`src/core/gpm_pkg.sv`:
```
// Package for the two-port pin mux and general I/O block.
// Assumes a 32-bit APB slave, one clock, word-aligned registers.
package gpm_pkg;

  localparam int unsigned ADDR_W = 8;
  localparam int unsigned PORT_W = 8;

  // Register byte offsets
  localparam logic [ADDR_W-1:0] OFS_FUNC_SEL   = 8'h00;
  localparam logic [ADDR_W-1:0] OFS_P1_DIR     = 8'h04;
  localparam logic [ADDR_W-1:0] OFS_P1_DATA    = 8'h08;
  localparam logic [ADDR_W-1:0] OFS_P1_PULLUP  = 8'h0c;
  localparam logic [ADDR_W-1:0] OFS_P2_DIR     = 8'h10;
  localparam logic [ADDR_W-1:0] OFS_P2_DATA    = 8'h14;
  localparam logic [ADDR_W-1:0] OFS_P2_OD      = 8'h18;
  localparam logic [ADDR_W-1:0] OFS_SER_CTRL   = 8'h1c;

  // Reset values
  localparam logic [PORT_W-1:0] RST_CTRL       = 8'h00;
  localparam logic [3:0]        RST_SER        = 4'h0;

  // Bits that are reserved and read as one
  localparam logic [PORT_W-1:0] P1_RSVD_MASK   = 8'h08;
  localparam logic [PORT_W-1:0] P2_OD_RSVD     = 8'h07;

  // Function select bit positions
  localparam int unsigned FS_EXT_INTERRUPT_THREE  = 7;
  localparam int unsigned FS_EXT_INTERRUPT_TWO  = 6;
  localparam int unsigned FS_EXT_INTERRUPT_ONE  = 5;
  localparam int unsigned FS_EXT_INTERRUPT_ZERO  = 4;
  localparam int unsigned FS_TXD2  = 3;
  localparam int unsigned FS_PWM   = 2;
  localparam int unsigned FS_TXD   = 1;
  localparam int unsigned FS_CLOCK_TIMER_OUTPUT  = 0;

  // Serial control bit positions
  localparam int unsigned SC_RE    = 0;
  localparam int unsigned SC_CLOCK_ENABLE_LO  = 1;
  localparam int unsigned SC_CLOCK_ENABLE_HI  = 2;
  localparam int unsigned SC_COM   = 3;

  // Pin positions with peripheral use
  localparam int unsigned P1_PWM_BIT  = 1;
  localparam int unsigned P1_CLOCK_TIMER_OUTPUT_BIT = 0;
  localparam int unsigned P2_TXD_BIT  = 2;
  localparam int unsigned P2_RXD_BIT  = 1;
  localparam int unsigned P2_SCK_BIT  = 0;

  // Signals from peripherals toward the pins
  typedef struct packed {
    logic pwm;
    logic clock_timer_output;
    logic txd;
    logic txd2;
    logic sck_out;
  } gpm_periph_in_s;

  // Signals from the pins toward peripherals
  typedef struct packed {
    logic ext_interrupt_three;
    logic timer_trigger_input;
    logic ext_interrupt_two;
    logic ext_interrupt_one;
    logic timer_b_event_input;
    logic ext_interrupt_zero;
    logic rxd;
    logic sck_in;
    logic txd2_sel;
    logic txd2;
  } gpm_periph_out_s;

endpackage

```
`src/core/gpm_ports.sv`:
```
// Port one and port two general I/O with peripheral pin mux.
// Assumes an APB master on pclk; pin inputs already synchronous.
//
// The address map and the APB slave port were left to the implementer.
`timescale 1ns/1ns
`default_nettype none

module gpm_ports (
  input  wire logic                            pclk,
  input  wire logic                            presetn,
  input  wire logic                            psel,
  input  wire logic                            penable,
  input  wire logic                            pwrite,
  input  wire logic [gpm_pkg::ADDR_W-1:0]      paddr,
  input  wire logic [31:0]                     pwdata,
  output logic      [31:0]                     prdata,
  output logic                                 pready,
  output logic                                 pslverr,
  input  wire logic [gpm_pkg::PORT_W-1:0]      p1_in,
  output logic      [gpm_pkg::PORT_W-1:0]      p1_out,
  output logic      [gpm_pkg::PORT_W-1:0]      p1_oe_n,
  output logic      [gpm_pkg::PORT_W-1:0]      p1_pullup_on,
  input  wire logic [gpm_pkg::PORT_W-1:0]      p2_in,
  output logic      [gpm_pkg::PORT_W-1:0]      p2_out,
  output logic      [gpm_pkg::PORT_W-1:0]      p2_oe_n,
  input  wire gpm_pkg::gpm_periph_in_s         periph_in,
  output gpm_pkg::gpm_periph_out_s             periph_out
);

  logic [gpm_pkg::PORT_W-1:0] func_sel_reg;
  logic [gpm_pkg::PORT_W-1:0] p1_dir_reg;
  logic [gpm_pkg::PORT_W-1:0] p1_data_reg;
  logic [gpm_pkg::PORT_W-1:0] p1_pu_reg;
  logic [gpm_pkg::PORT_W-1:0] p2_dir_reg;
  logic [gpm_pkg::PORT_W-1:0] p2_data_reg;
  logic [gpm_pkg::PORT_W-1:0] p2_od_reg;
  logic [3:0]                 ser_ctrl_reg;

  logic                       wr_en;
  logic                       wr_func_sel;
  logic                       wr_p1_dir;
  logic                       wr_p1_data;
  logic                       wr_p1_pu;
  logic                       wr_p2_dir;
  logic                       wr_p2_data;
  logic                       wr_p2_od;
  logic                       wr_ser_ctrl;
  logic                       rd_en;
  logic [gpm_pkg::PORT_W-1:0] wbyte;
  logic [31:0]                rdata_next;
  logic                       mapped;

  logic [gpm_pkg::PORT_W-1:0] p1_out_next;
  logic [gpm_pkg::PORT_W-1:0] p1_oe_n_next;
  logic [gpm_pkg::PORT_W-1:0] p1_pu_next;
  logic [gpm_pkg::PORT_W-1:0] p2_out_next;
  logic [gpm_pkg::PORT_W-1:0] p2_oe_n_next;
  logic [gpm_pkg::PORT_W-1:0] p1_gpio;
  logic [gpm_pkg::PORT_W-1:0] p2_gpio;
  logic                       sck_in_sel;
  logic                       sck_out_sel;
  gpm_pkg::gpm_periph_out_s   periph_next;

  // One wait state: answer in the cycle after the first access cycle
  assign wr_en = psel & penable & pready & pwrite;
  assign rd_en = psel & penable & ~pready & ~pwrite;
  assign wbyte = pwdata[gpm_pkg::PORT_W-1:0];

  // Per-register write strobes, taken at the sampled-ready edge
  assign wr_func_sel = wr_en & (paddr == gpm_pkg::OFS_FUNC_SEL);
  assign wr_p1_dir   = wr_en & (paddr == gpm_pkg::OFS_P1_DIR);
  assign wr_p1_data  = wr_en & (paddr == gpm_pkg::OFS_P1_DATA);
  assign wr_p1_pu    = wr_en & (paddr == gpm_pkg::OFS_P1_PULLUP);
  assign wr_p2_dir   = wr_en & (paddr == gpm_pkg::OFS_P2_DIR);
  assign wr_p2_data  = wr_en & (paddr == gpm_pkg::OFS_P2_DATA);
  assign wr_p2_od    = wr_en & (paddr == gpm_pkg::OFS_P2_OD);
  assign wr_ser_ctrl = wr_en & (paddr == gpm_pkg::OFS_SER_CTRL);

  always_ff @(posedge pclk or negedge presetn) begin
    if (!presetn) begin
      pready <= 1'b0;
    end else begin
      pready <= psel & penable & ~pready;
    end
  end

  always_comb begin
    mapped = 1'b1;
    rdata_next = 32'h0000_0000;
    case (paddr)
      gpm_pkg::OFS_FUNC_SEL: begin
        rdata_next[gpm_pkg::PORT_W-1:0] = func_sel_reg;
      end
      gpm_pkg::OFS_P1_DIR: begin
        rdata_next = 32'h0000_0000;
      end
      gpm_pkg::OFS_P1_DATA: begin
        rdata_next[gpm_pkg::PORT_W-1:0] =
          (p1_dir_reg & p1_data_reg) | (~p1_dir_reg & p1_in) | gpm_pkg::P1_RSVD_MASK;
      end
      gpm_pkg::OFS_P1_PULLUP: begin
        rdata_next[gpm_pkg::PORT_W-1:0] = p1_pu_reg | gpm_pkg::P1_RSVD_MASK;
      end
      gpm_pkg::OFS_P2_DIR: begin
        rdata_next = 32'h0000_0000;
      end
      gpm_pkg::OFS_P2_DATA: begin
        rdata_next[gpm_pkg::PORT_W-1:0] = (p2_dir_reg & p2_data_reg) | (~p2_dir_reg & p2_in);
      end
      gpm_pkg::OFS_P2_OD: begin
        rdata_next[gpm_pkg::PORT_W-1:0] = p2_od_reg | gpm_pkg::P2_OD_RSVD;
      end
      gpm_pkg::OFS_SER_CTRL: begin
        rdata_next[3:0] = ser_ctrl_reg;
      end
      default: begin
        mapped = 1'b0;
      end
    endcase
  end

  always_ff @(posedge pclk or negedge presetn) begin
    if (!presetn) begin
      prdata  <= 32'h0000_0000;
      pslverr <= 1'b0;
    end else if (psel & penable & ~pready) begin
      prdata  <= rd_en ? rdata_next : 32'h0000_0000;
      pslverr <= ~mapped;
    end else begin
      pslverr <= 1'b0;
    end
  end

  always_ff @(posedge pclk or negedge presetn) begin
    if (!presetn) begin
      func_sel_reg <= gpm_pkg::RST_CTRL;
    end else if (wr_func_sel) begin
      func_sel_reg <= wbyte;
    end
  end

  always_ff @(posedge pclk or negedge presetn) begin
    if (!presetn) begin
      p1_dir_reg <= gpm_pkg::RST_CTRL;
    end else if (wr_p1_dir) begin
      p1_dir_reg <= wbyte & ~gpm_pkg::P1_RSVD_MASK;
    end
  end

  // port-one data, reserved bit held low
  always_ff @(posedge pclk or negedge presetn) begin
    if (!presetn) begin
      p1_data_reg <= gpm_pkg::RST_CTRL;
    end else if (wr_p1_data) begin
      p1_data_reg <= wbyte & ~gpm_pkg::P1_RSVD_MASK;
    end
  end

  // port-one pull-up, reserved bit held low
  always_ff @(posedge pclk or negedge presetn) begin
    if (!presetn) begin
      p1_pu_reg <= gpm_pkg::RST_CTRL;
    end else if (wr_p1_pu) begin
      p1_pu_reg <= wbyte & ~gpm_pkg::P1_RSVD_MASK;
    end
  end

  always_ff @(posedge pclk or negedge presetn) begin
    if (!presetn) begin
      p2_dir_reg <= gpm_pkg::RST_CTRL;
    end else if (wr_p2_dir) begin
      p2_dir_reg <= wbyte;
    end
  end

  always_ff @(posedge pclk or negedge presetn) begin
    if (!presetn) begin
      p2_data_reg <= gpm_pkg::RST_CTRL;
    end else if (wr_p2_data) begin
      p2_data_reg <= wbyte;
    end
  end

  // open-drain select, reserved bits held low
  always_ff @(posedge pclk or negedge presetn) begin
    if (!presetn) begin
      p2_od_reg <= gpm_pkg::RST_CTRL;
    end else if (wr_p2_od) begin
      p2_od_reg <= wbyte & ~gpm_pkg::P2_OD_RSVD;
    end
  end

  always_ff @(posedge pclk or negedge presetn) begin
    if (!presetn) begin
      ser_ctrl_reg <= gpm_pkg::RST_SER;
    end else if (wr_ser_ctrl) begin
      ser_ctrl_reg <= pwdata[3:0];
    end
  end

  assign sck_in_sel  = ser_ctrl_reg[gpm_pkg::SC_CLOCK_ENABLE_HI];
  assign sck_out_sel = ~sck_in_sel &
                       (ser_ctrl_reg[gpm_pkg::SC_CLOCK_ENABLE_LO] | ser_ctrl_reg[gpm_pkg::SC_COM]);

  always_comb begin
    p1_gpio = 8'hff & ~gpm_pkg::P1_RSVD_MASK;
    p1_gpio[gpm_pkg::FS_EXT_INTERRUPT_THREE] = ~func_sel_reg[gpm_pkg::FS_EXT_INTERRUPT_THREE];
    p1_gpio[gpm_pkg::FS_EXT_INTERRUPT_TWO] = ~func_sel_reg[gpm_pkg::FS_EXT_INTERRUPT_TWO];
    p1_gpio[gpm_pkg::FS_EXT_INTERRUPT_ONE] = ~func_sel_reg[gpm_pkg::FS_EXT_INTERRUPT_ONE];
    p1_gpio[gpm_pkg::FS_EXT_INTERRUPT_ZERO] = ~func_sel_reg[gpm_pkg::FS_EXT_INTERRUPT_ZERO];
    p1_gpio[gpm_pkg::P1_PWM_BIT]  = ~func_sel_reg[gpm_pkg::FS_PWM];
    p1_gpio[gpm_pkg::P1_CLOCK_TIMER_OUTPUT_BIT] = ~func_sel_reg[gpm_pkg::FS_CLOCK_TIMER_OUTPUT];
  end

  // port-two pins taken by the serial channel
  always_comb begin
    p2_gpio = 8'hff;
    p2_gpio[gpm_pkg::P2_TXD_BIT] = ~func_sel_reg[gpm_pkg::FS_TXD];
    p2_gpio[gpm_pkg::P2_RXD_BIT] = ~ser_ctrl_reg[gpm_pkg::SC_RE];
    p2_gpio[gpm_pkg::P2_SCK_BIT] = ~(sck_in_sel | sck_out_sel);
  end

  always_comb begin
    p1_out_next  = p1_data_reg & p1_gpio;
    p1_oe_n_next = ~(p1_dir_reg & p1_gpio);
    p1_pu_next   = p1_pu_reg & ~p1_dir_reg & ~gpm_pkg::P1_RSVD_MASK;
    // PWM drives pin regardless of direction
    if (func_sel_reg[gpm_pkg::FS_PWM]) begin
      p1_out_next[gpm_pkg::P1_PWM_BIT]  = periph_in.pwm;
      p1_oe_n_next[gpm_pkg::P1_PWM_BIT] = 1'b0;
    end
    // clock timer drives pin regardless of direction
    if (func_sel_reg[gpm_pkg::FS_CLOCK_TIMER_OUTPUT]) begin
      p1_out_next[gpm_pkg::P1_CLOCK_TIMER_OUTPUT_BIT]  = periph_in.clock_timer_output;
      p1_oe_n_next[gpm_pkg::P1_CLOCK_TIMER_OUTPUT_BIT] = 1'b0;
    end
  end

  always_comb begin
    p2_out_next  = p2_data_reg & p2_gpio;
    p2_oe_n_next = ~(p2_dir_reg & p2_gpio);
    if (func_sel_reg[gpm_pkg::FS_TXD]) begin
      p2_out_next[gpm_pkg::P2_TXD_BIT]  = periph_in.txd;
      p2_oe_n_next[gpm_pkg::P2_TXD_BIT] = 1'b0;
    end
    if (sck_out_sel) begin
      p2_out_next[gpm_pkg::P2_SCK_BIT]  = periph_in.sck_out;
      p2_oe_n_next[gpm_pkg::P2_SCK_BIT] = 1'b0;
    end
    // high side off, so a one releases the pin
    p2_oe_n_next = p2_oe_n_next | (p2_od_reg & p2_out_next & ~gpm_pkg::P2_OD_RSVD);
  end

  // Peripheral inputs see the pin only while handed over
  always_comb begin
    periph_next = '0;
    // interrupt three and timer trigger share pin 7
    periph_next.ext_interrupt_three = func_sel_reg[gpm_pkg::FS_EXT_INTERRUPT_THREE] & p1_in[gpm_pkg::FS_EXT_INTERRUPT_THREE];
    periph_next.timer_trigger_input = func_sel_reg[gpm_pkg::FS_EXT_INTERRUPT_THREE] & p1_in[gpm_pkg::FS_EXT_INTERRUPT_THREE];
    periph_next.ext_interrupt_two   = func_sel_reg[gpm_pkg::FS_EXT_INTERRUPT_TWO] & p1_in[gpm_pkg::FS_EXT_INTERRUPT_TWO];
    // interrupt one and timer-B event share pin 5
    periph_next.ext_interrupt_one   = func_sel_reg[gpm_pkg::FS_EXT_INTERRUPT_ONE] & p1_in[gpm_pkg::FS_EXT_INTERRUPT_ONE];
    periph_next.timer_b_event_input = func_sel_reg[gpm_pkg::FS_EXT_INTERRUPT_ONE] & p1_in[gpm_pkg::FS_EXT_INTERRUPT_ONE];
    periph_next.ext_interrupt_zero  = func_sel_reg[gpm_pkg::FS_EXT_INTERRUPT_ZERO] & p1_in[gpm_pkg::FS_EXT_INTERRUPT_ZERO];
    periph_next.rxd    = ser_ctrl_reg[gpm_pkg::SC_RE] & p2_in[gpm_pkg::P2_RXD_BIT];
    periph_next.sck_in = sck_in_sel & p2_in[gpm_pkg::P2_SCK_BIT];
    // second serial transmit gated by its select, handed out on periph_out
    periph_next.txd2_sel = func_sel_reg[gpm_pkg::FS_TXD2];
    periph_next.txd2     = func_sel_reg[gpm_pkg::FS_TXD2] & periph_in.txd2;
  end

  // port-one pins come out of reset as inputs
  always_ff @(posedge pclk or negedge presetn) begin
    if (!presetn) begin
      p1_out       <= gpm_pkg::RST_CTRL;
      p1_oe_n      <= ~gpm_pkg::RST_CTRL;
      p1_pullup_on <= gpm_pkg::RST_CTRL;
    end else begin
      p1_out       <= p1_out_next;
      p1_oe_n      <= p1_oe_n_next;
      p1_pullup_on <= p1_pu_next;
    end
  end

  // port-two pins come out of reset as inputs
  always_ff @(posedge pclk or negedge presetn) begin
    if (!presetn) begin
      p2_out  <= gpm_pkg::RST_CTRL;
      p2_oe_n <= ~gpm_pkg::RST_CTRL;
    end else begin
      p2_out  <= p2_out_next;
      p2_oe_n <= p2_oe_n_next;
    end
  end

  // Peripheral side held quiet in reset
  always_ff @(posedge pclk or negedge presetn) begin
    if (!presetn) begin
      periph_out <= '0;
    end else begin
      periph_out <= periph_next;
    end
  end

endmodule

`default_nettype wire

```
`config.mk`:
```
export PLATFORM = sky130hd
export DESIGN_NAME = gpm_ports
export DESIGN_NICKNAME = d
export VERILOG_FILES = /design/src/core/gpm_pkg.sv /design/src/core/gpm_ports.sv
export SDC_FILE = /design/constraint.sdc
export NUM_CORES = 1
export LEC_CHECK = 0
export BUFFER_PORTS_ARGS = -buffer_cell sky130_fd_sc_hd__buf_4
export CORE_MARGIN = 1.5
export CORE_UTILIZATION = 45
export CTS_BUF_LIST = sky130_fd_sc_hd__clkbuf_8
export CTS_CLUSTER_DIAMETER = 60
export CTS_CLUSTER_SIZE = 25
export DETAILED_ROUTE_END_ITERATION = 6
export PLACE_DENSITY = 0.71
export SYNTH_ARGS = -nofsm -noshare
export SYNTH_HDL_FRONTEND = slang
export SYNTH_SLANG_ARGS = --single-unit
```
`constraint.sdc`:
```
create_clock -name pclk -period 3.9 [get_ports pclk]
set_input_delay 0.585 -clock pclk [delete_from_list [all_inputs] [get_ports pclk]]
set_output_delay 0.585 -clock pclk [all_outputs]
set_load 0.005 [all_outputs]
```
# Word level (Yosys, flattened, before mapping)
# Index checks and enable logic that the tools add are counted.
op_classes:
  eq_ne: 7
  mux: 13
  bitwise_logic: 53
  reduce_logical: 2
op_table:
  columns: ["operator", "count"]
  rows:
  - ["$and 8x8->8", 10]
  - ["$eq 8x5->1 const B", 4]
  - ["$not 8->8", 4]
  - ["$or 8x8->8", 3]
  - ["$pmux 4 s6", 1]
  - ["$and 1x1->1", 21]
  - ["$pmux 4 s5", 1]
  - ["$eq 8x4->1 const B", 2]
  - ["$not 1->1", 13]
  - ["$mux 1", 10]
  - ["$eq 8x3->1 const B", 1]
  - ["$logic_not 8->1", 1]
  - ["$mux 8", 1]
  - ["$reduce_or 8->1", 1]
  - ["$or 1x1->1", 2]
totals:
  ff_bits: 135
  input_bits: 66
  elab_cells: 99

# Longest topological paths before layout
depth:
  ltp_word: 8
  ltp_mapped: 7

# Worst setup path before layout
# Ideal clock, no wire load.
synth_timing:
  kind: "input to register"
  from: "input paddr[3] (netlist name)"
  to: "register p1_dir_reg[0] (netlist name)"
  setup_ns: 0.125
  arrival_ns: 1.941
  path_slack_ns: 1.834
  path_stages: 5
  path_buffers: 2
  path_cell_list: "buf_6 > or4b_4 > buf_6 > nor2_2 > mux2_2"
synth_between:
  elab_chain_len: 2
synth_rtl:
  columns: ["element", "line_no", "source"]
  rows:
  - ["from (decl)", "gpm_ports.sv:14", "input wire logic [gpm_pkg::ADDR_W-1:0] paddr,"]
  - ["$eq 8x3->1", "gpm_ports.sv:71", "assign wr_p1_dir = wr_en & (paddr == gpm_pkg::OFS_P1_DIR);"]
  - ["$and 1x1->1", "gpm_ports.sv:71", null]
  - ["to (signal assigned)", "gpm_ports.sv:144", "p1_dir_reg <= gpm_pkg::RST_CTRL;"]
  - ["to (signal assigned)", "gpm_ports.sv:146", "p1_dir_reg <= wbyte & ~gpm_pkg::P1_RSVD_MASK;"]
  - ["to (decl)", "gpm_ports.sv:31", "logic [gpm_pkg::PORT_W-1:0] p1_dir_reg;"]
# Every way passes these cells.
# A chain may end at the register's enable or synchronous reset.

# Final worst setup path
layout_timing:
  from: "input paddr[1] (netlist name)"
  to: "register p1_data_reg[0] (netlist name)"
layout_between:
  elab_chain_len: 2
layout_rtl:
  columns: ["element", "line_no", "source"]
  rows:
  - ["$eq 8x4->1", "gpm_ports.sv:72", "assign wr_p1_data = wr_en & (paddr == gpm_pkg::OFS_P1_DATA);"]
  - ["$and 1x1->1", "gpm_ports.sv:72", null]
  - ["to (signal assigned)", "gpm_ports.sv:153", "p1_data_reg <= gpm_pkg::RST_CTRL;"]
  - ["to (signal assigned)", "gpm_ports.sv:155", "p1_data_reg <= wbyte & ~gpm_pkg::P1_RSVD_MASK;"]
  - ["to (decl)", "gpm_ports.sv:32", "logic [gpm_pkg::PORT_W-1:0] p1_data_reg;"]
# Every way passes these cells.

==> results.json <==
{
  "synth_top_area_share_pct": 50.6,
  "slew_viol_final": 0,
  "syn_area_sq_um": 4650,
  "wl_per_cell_um": 16.7,
  "cts_resized": 0,
  "seq_area_sq_um": 2750,
  "relSlewSlack_pct": 52.6,
  "initial_utilization_pct": 46.9,
  "power_density_nw_per_um2": 356,
  "clockPowerShare_pct": 36.2,
  "p_leak_uw": 0.00276,
  "p_int_uw": 1550,
  "grt_start_max_net_pins": 60,
  "n_fill_cell": 837,
  "vias": 2988,
  "die_w_um": 105,
  "drt_first_pass_iters": 5,
  "gp_congestion": 0.851,
  "seq_area_frac_synth_pct": 59.0,
  "power.share.combinational_pct": 6.6,
  "portBuffers": 97,
  "viasPerCell": 5.06,
  "switching_share_pct": 22.3,
  "rows": 36,
  "synth_cell_types": 47,
  "hpwl_um": 7080,
  "grt_overflow_total": 0,
  "peakVddDrop_v": 0.000226,
  "die_h_um": 105,
  "hold_viol": 0,
  "cts_tree": "yes",
  "crit_arrival_ns": 2.31,
  "pin_count": 150,
  "ant_nets": 0,
  "antenna_found_initial": 0,
  "grt_pass1_wl_um": 15500,
  "path_clk_slew_ns": 0.10,
  "start_kind": "input port",
  "p_seq_share_pct": 57.2,
  "drt_iter0_markers": 244,
  "cts_setup_buffers": 0,
  "tightestPinTransition_ns": 0.711,
  "cts.sinks": 109,
  "clock_latency_ns": 0.36,
  "area_growth_pct": 20.5,
  "synth_top_flop_cell": "dfrtp_1",
  "rsz0062_at_grt": "no",
  "cts_root_buffer": "clkbuf_8",
  "drt_wl_total_um": 9870,
  "synth_area_leader_cell": "dfrtp_1",
  "multiInputGateArea_sq_um": 1730,
  "htreeDepth": 3,
  "synth-async-reset-ratio_pct": 100,
  "synth_seq_cells": 109,
  "final.period_utilization_pct": 52.7,
  "synth-edff-count": 0,
  "avgSynthCellArea_sq_um": 13.1,
  "yosysMostFrequentCell": "dfrtp_1",
  "maxCapViolations": 0,
  "finClkSkew_ns": 0.00307,
  "hold_ws_ns": 0.257,
  "outcome": "finished, final reports clean",
  "gr-usage-all-layers_pct": 18.5,
  "max_freq_mhz": 487,
  "antennaDiodeCount": 0,
  "core_area_sq_um": 9910,
  "synthTopCellsByArea": "dfrtp_1 51%, mux2_2 15%, dfstp_2 8.5%",
  "drc_errors": 0,
  "p_switching_uw": 445,
  "min_period_ns": 2.06,
  "ys.warnings.count": 0,
  "syn_inst": 354,
  "critPathMaxFanout": 7,
  "required_ns": 4.15,
  "worstSetupEndpointType": "register",
  "path_class": "input port to register",
  "cts-hold-fix-buffers": 0,
  "drive_gt1_share_pct": 43.9,
  "tns_ns": 0,
  "hp-class": "input port to async pin",
  "nets": 519,
  "numCtsBuffers": 9,
  "grt_pass1_vias": 2871,
  "die-area_sq_um": 11000,
  "setup_violations": 0,
  "clk_path_buf_depth": 2,
  "synthTopCellsByCount": "94 x dfrtp_1, 61 x mux2_2, 29 x buf_4"
}
==> cell families after synthesis <==
logic type	synth area share (%)
flip-flops	59.0
AND/OR/NAND/NOR	11.1
multiplexers	17.3
AO/OA/AOI/OAI	6.29
buffers and inverters	5.86
other	0.161
XOR/XNOR	0.188
==> power by group through the flow <==
stage               combinational, uW  clock (uW)  sequential [uW]
floorplan                        66.7           0             1160
global placement                  130           0             1160
detailed placement                132           0             1160
CTS                               132         746             1140
global route                      147         778             1140
finish                            131         723             1140
==> per-stage QoR <==
stage,cell area (sq um),worst slack (ns),std cells,util [%],total power (uW)
final,5610,1.84,591,56.6,2000
after global routing,5610,1.76,591,56.6,2070
after CTS,5610,1.89,591,56.6,2020
after detailed placement,5390,1.49,575,54.4,1300
after global placement,5390,1.50,575,54.4,1290
after floorplan,4750,1.83,379,-,1230
==> metal layers <==
metal | part of all wire [%] | vias to the layer above | GRT usage [%]
li1 | - | 1392 | -
met1 | 44 | 1471 | 25.0
met2 | 48 | 114 | 28.9
met3 | 6.4 | 11 | 4.18
met4 | 1.8 | 0 | 7.24
met5 | 0 | - | 0
==> cells in the final DEF, fill, tap and decap left out, types with 3 or more instances in the layout <==
cell type | Yosys | routed
buf_4 | 29 | 99
dfrtp_1 | 94 | 94
mux2_2 | 61 | 61
conb_1 | 2 | 27
nand2_1 | 21 | 21
dfstp_2 | 15 | 15
nor2b_1 | 14 | 14
nor2_1 | 14 | 14
mux2i_1 | 12 | 12
clkbuf_8 | 0 | 9
and2_1 | 8 | 8
a21oi_1 | 8 | 8
o21ai_0 | 6 | 6
nand3_1 | 6 | 6
nand2b_1 | 5 | 5
a22o_1 | 5 | 5
or2_2 | 3 | 3
inv_1 | 2 | 3
nor2_2 | 3 | 3
a32oi_1 | 3 | 3
and3_1 | 3 | 3
o221ai_1 | 3 | 3
==> critical path, cell delays in order <==
cell and delay [ns]:
buf_4 0.13, nor2_1 0.38, nand3_1 0.26, nor2_2 0.54, mux2_2 0.40
==> worst paths after layout <==
| path | cells after the start | start | end | slack [ns] |
|---|---|---|---|---|
| setup / recovery | 5 | paddr[1] | p1_data_reg[0] | 1.84 |
| hold / removal | 1 | presetn | p1_out[5] | 0.26 |
| setup reg to reg | 5 | pready | p2_od_reg[5] | 2.11 |
| hold reg to reg | 0 | p1_data_reg[2] | p1_out[2] | 0.41 |
| max in group asynchronous | 2 | presetn | p2_oe_n[3] | 2.76 |
| min in group pclk | 0 | p1_data_reg[2] | p1_out[2] | 0.41 |
==> area by class of cell <==
cell class	instances	share of cell area, %
Clock buffer	9	2.21
Clock inverter	7	1.61
Sequential cell	109	49.0
Inverter	3	0.201
Tap cell	133	2.97
Timing Repair Buffer	99	13.3
Multi-Input combinational cell	231	30.8
Note: power is estimated with default switching activity, not from simulation.
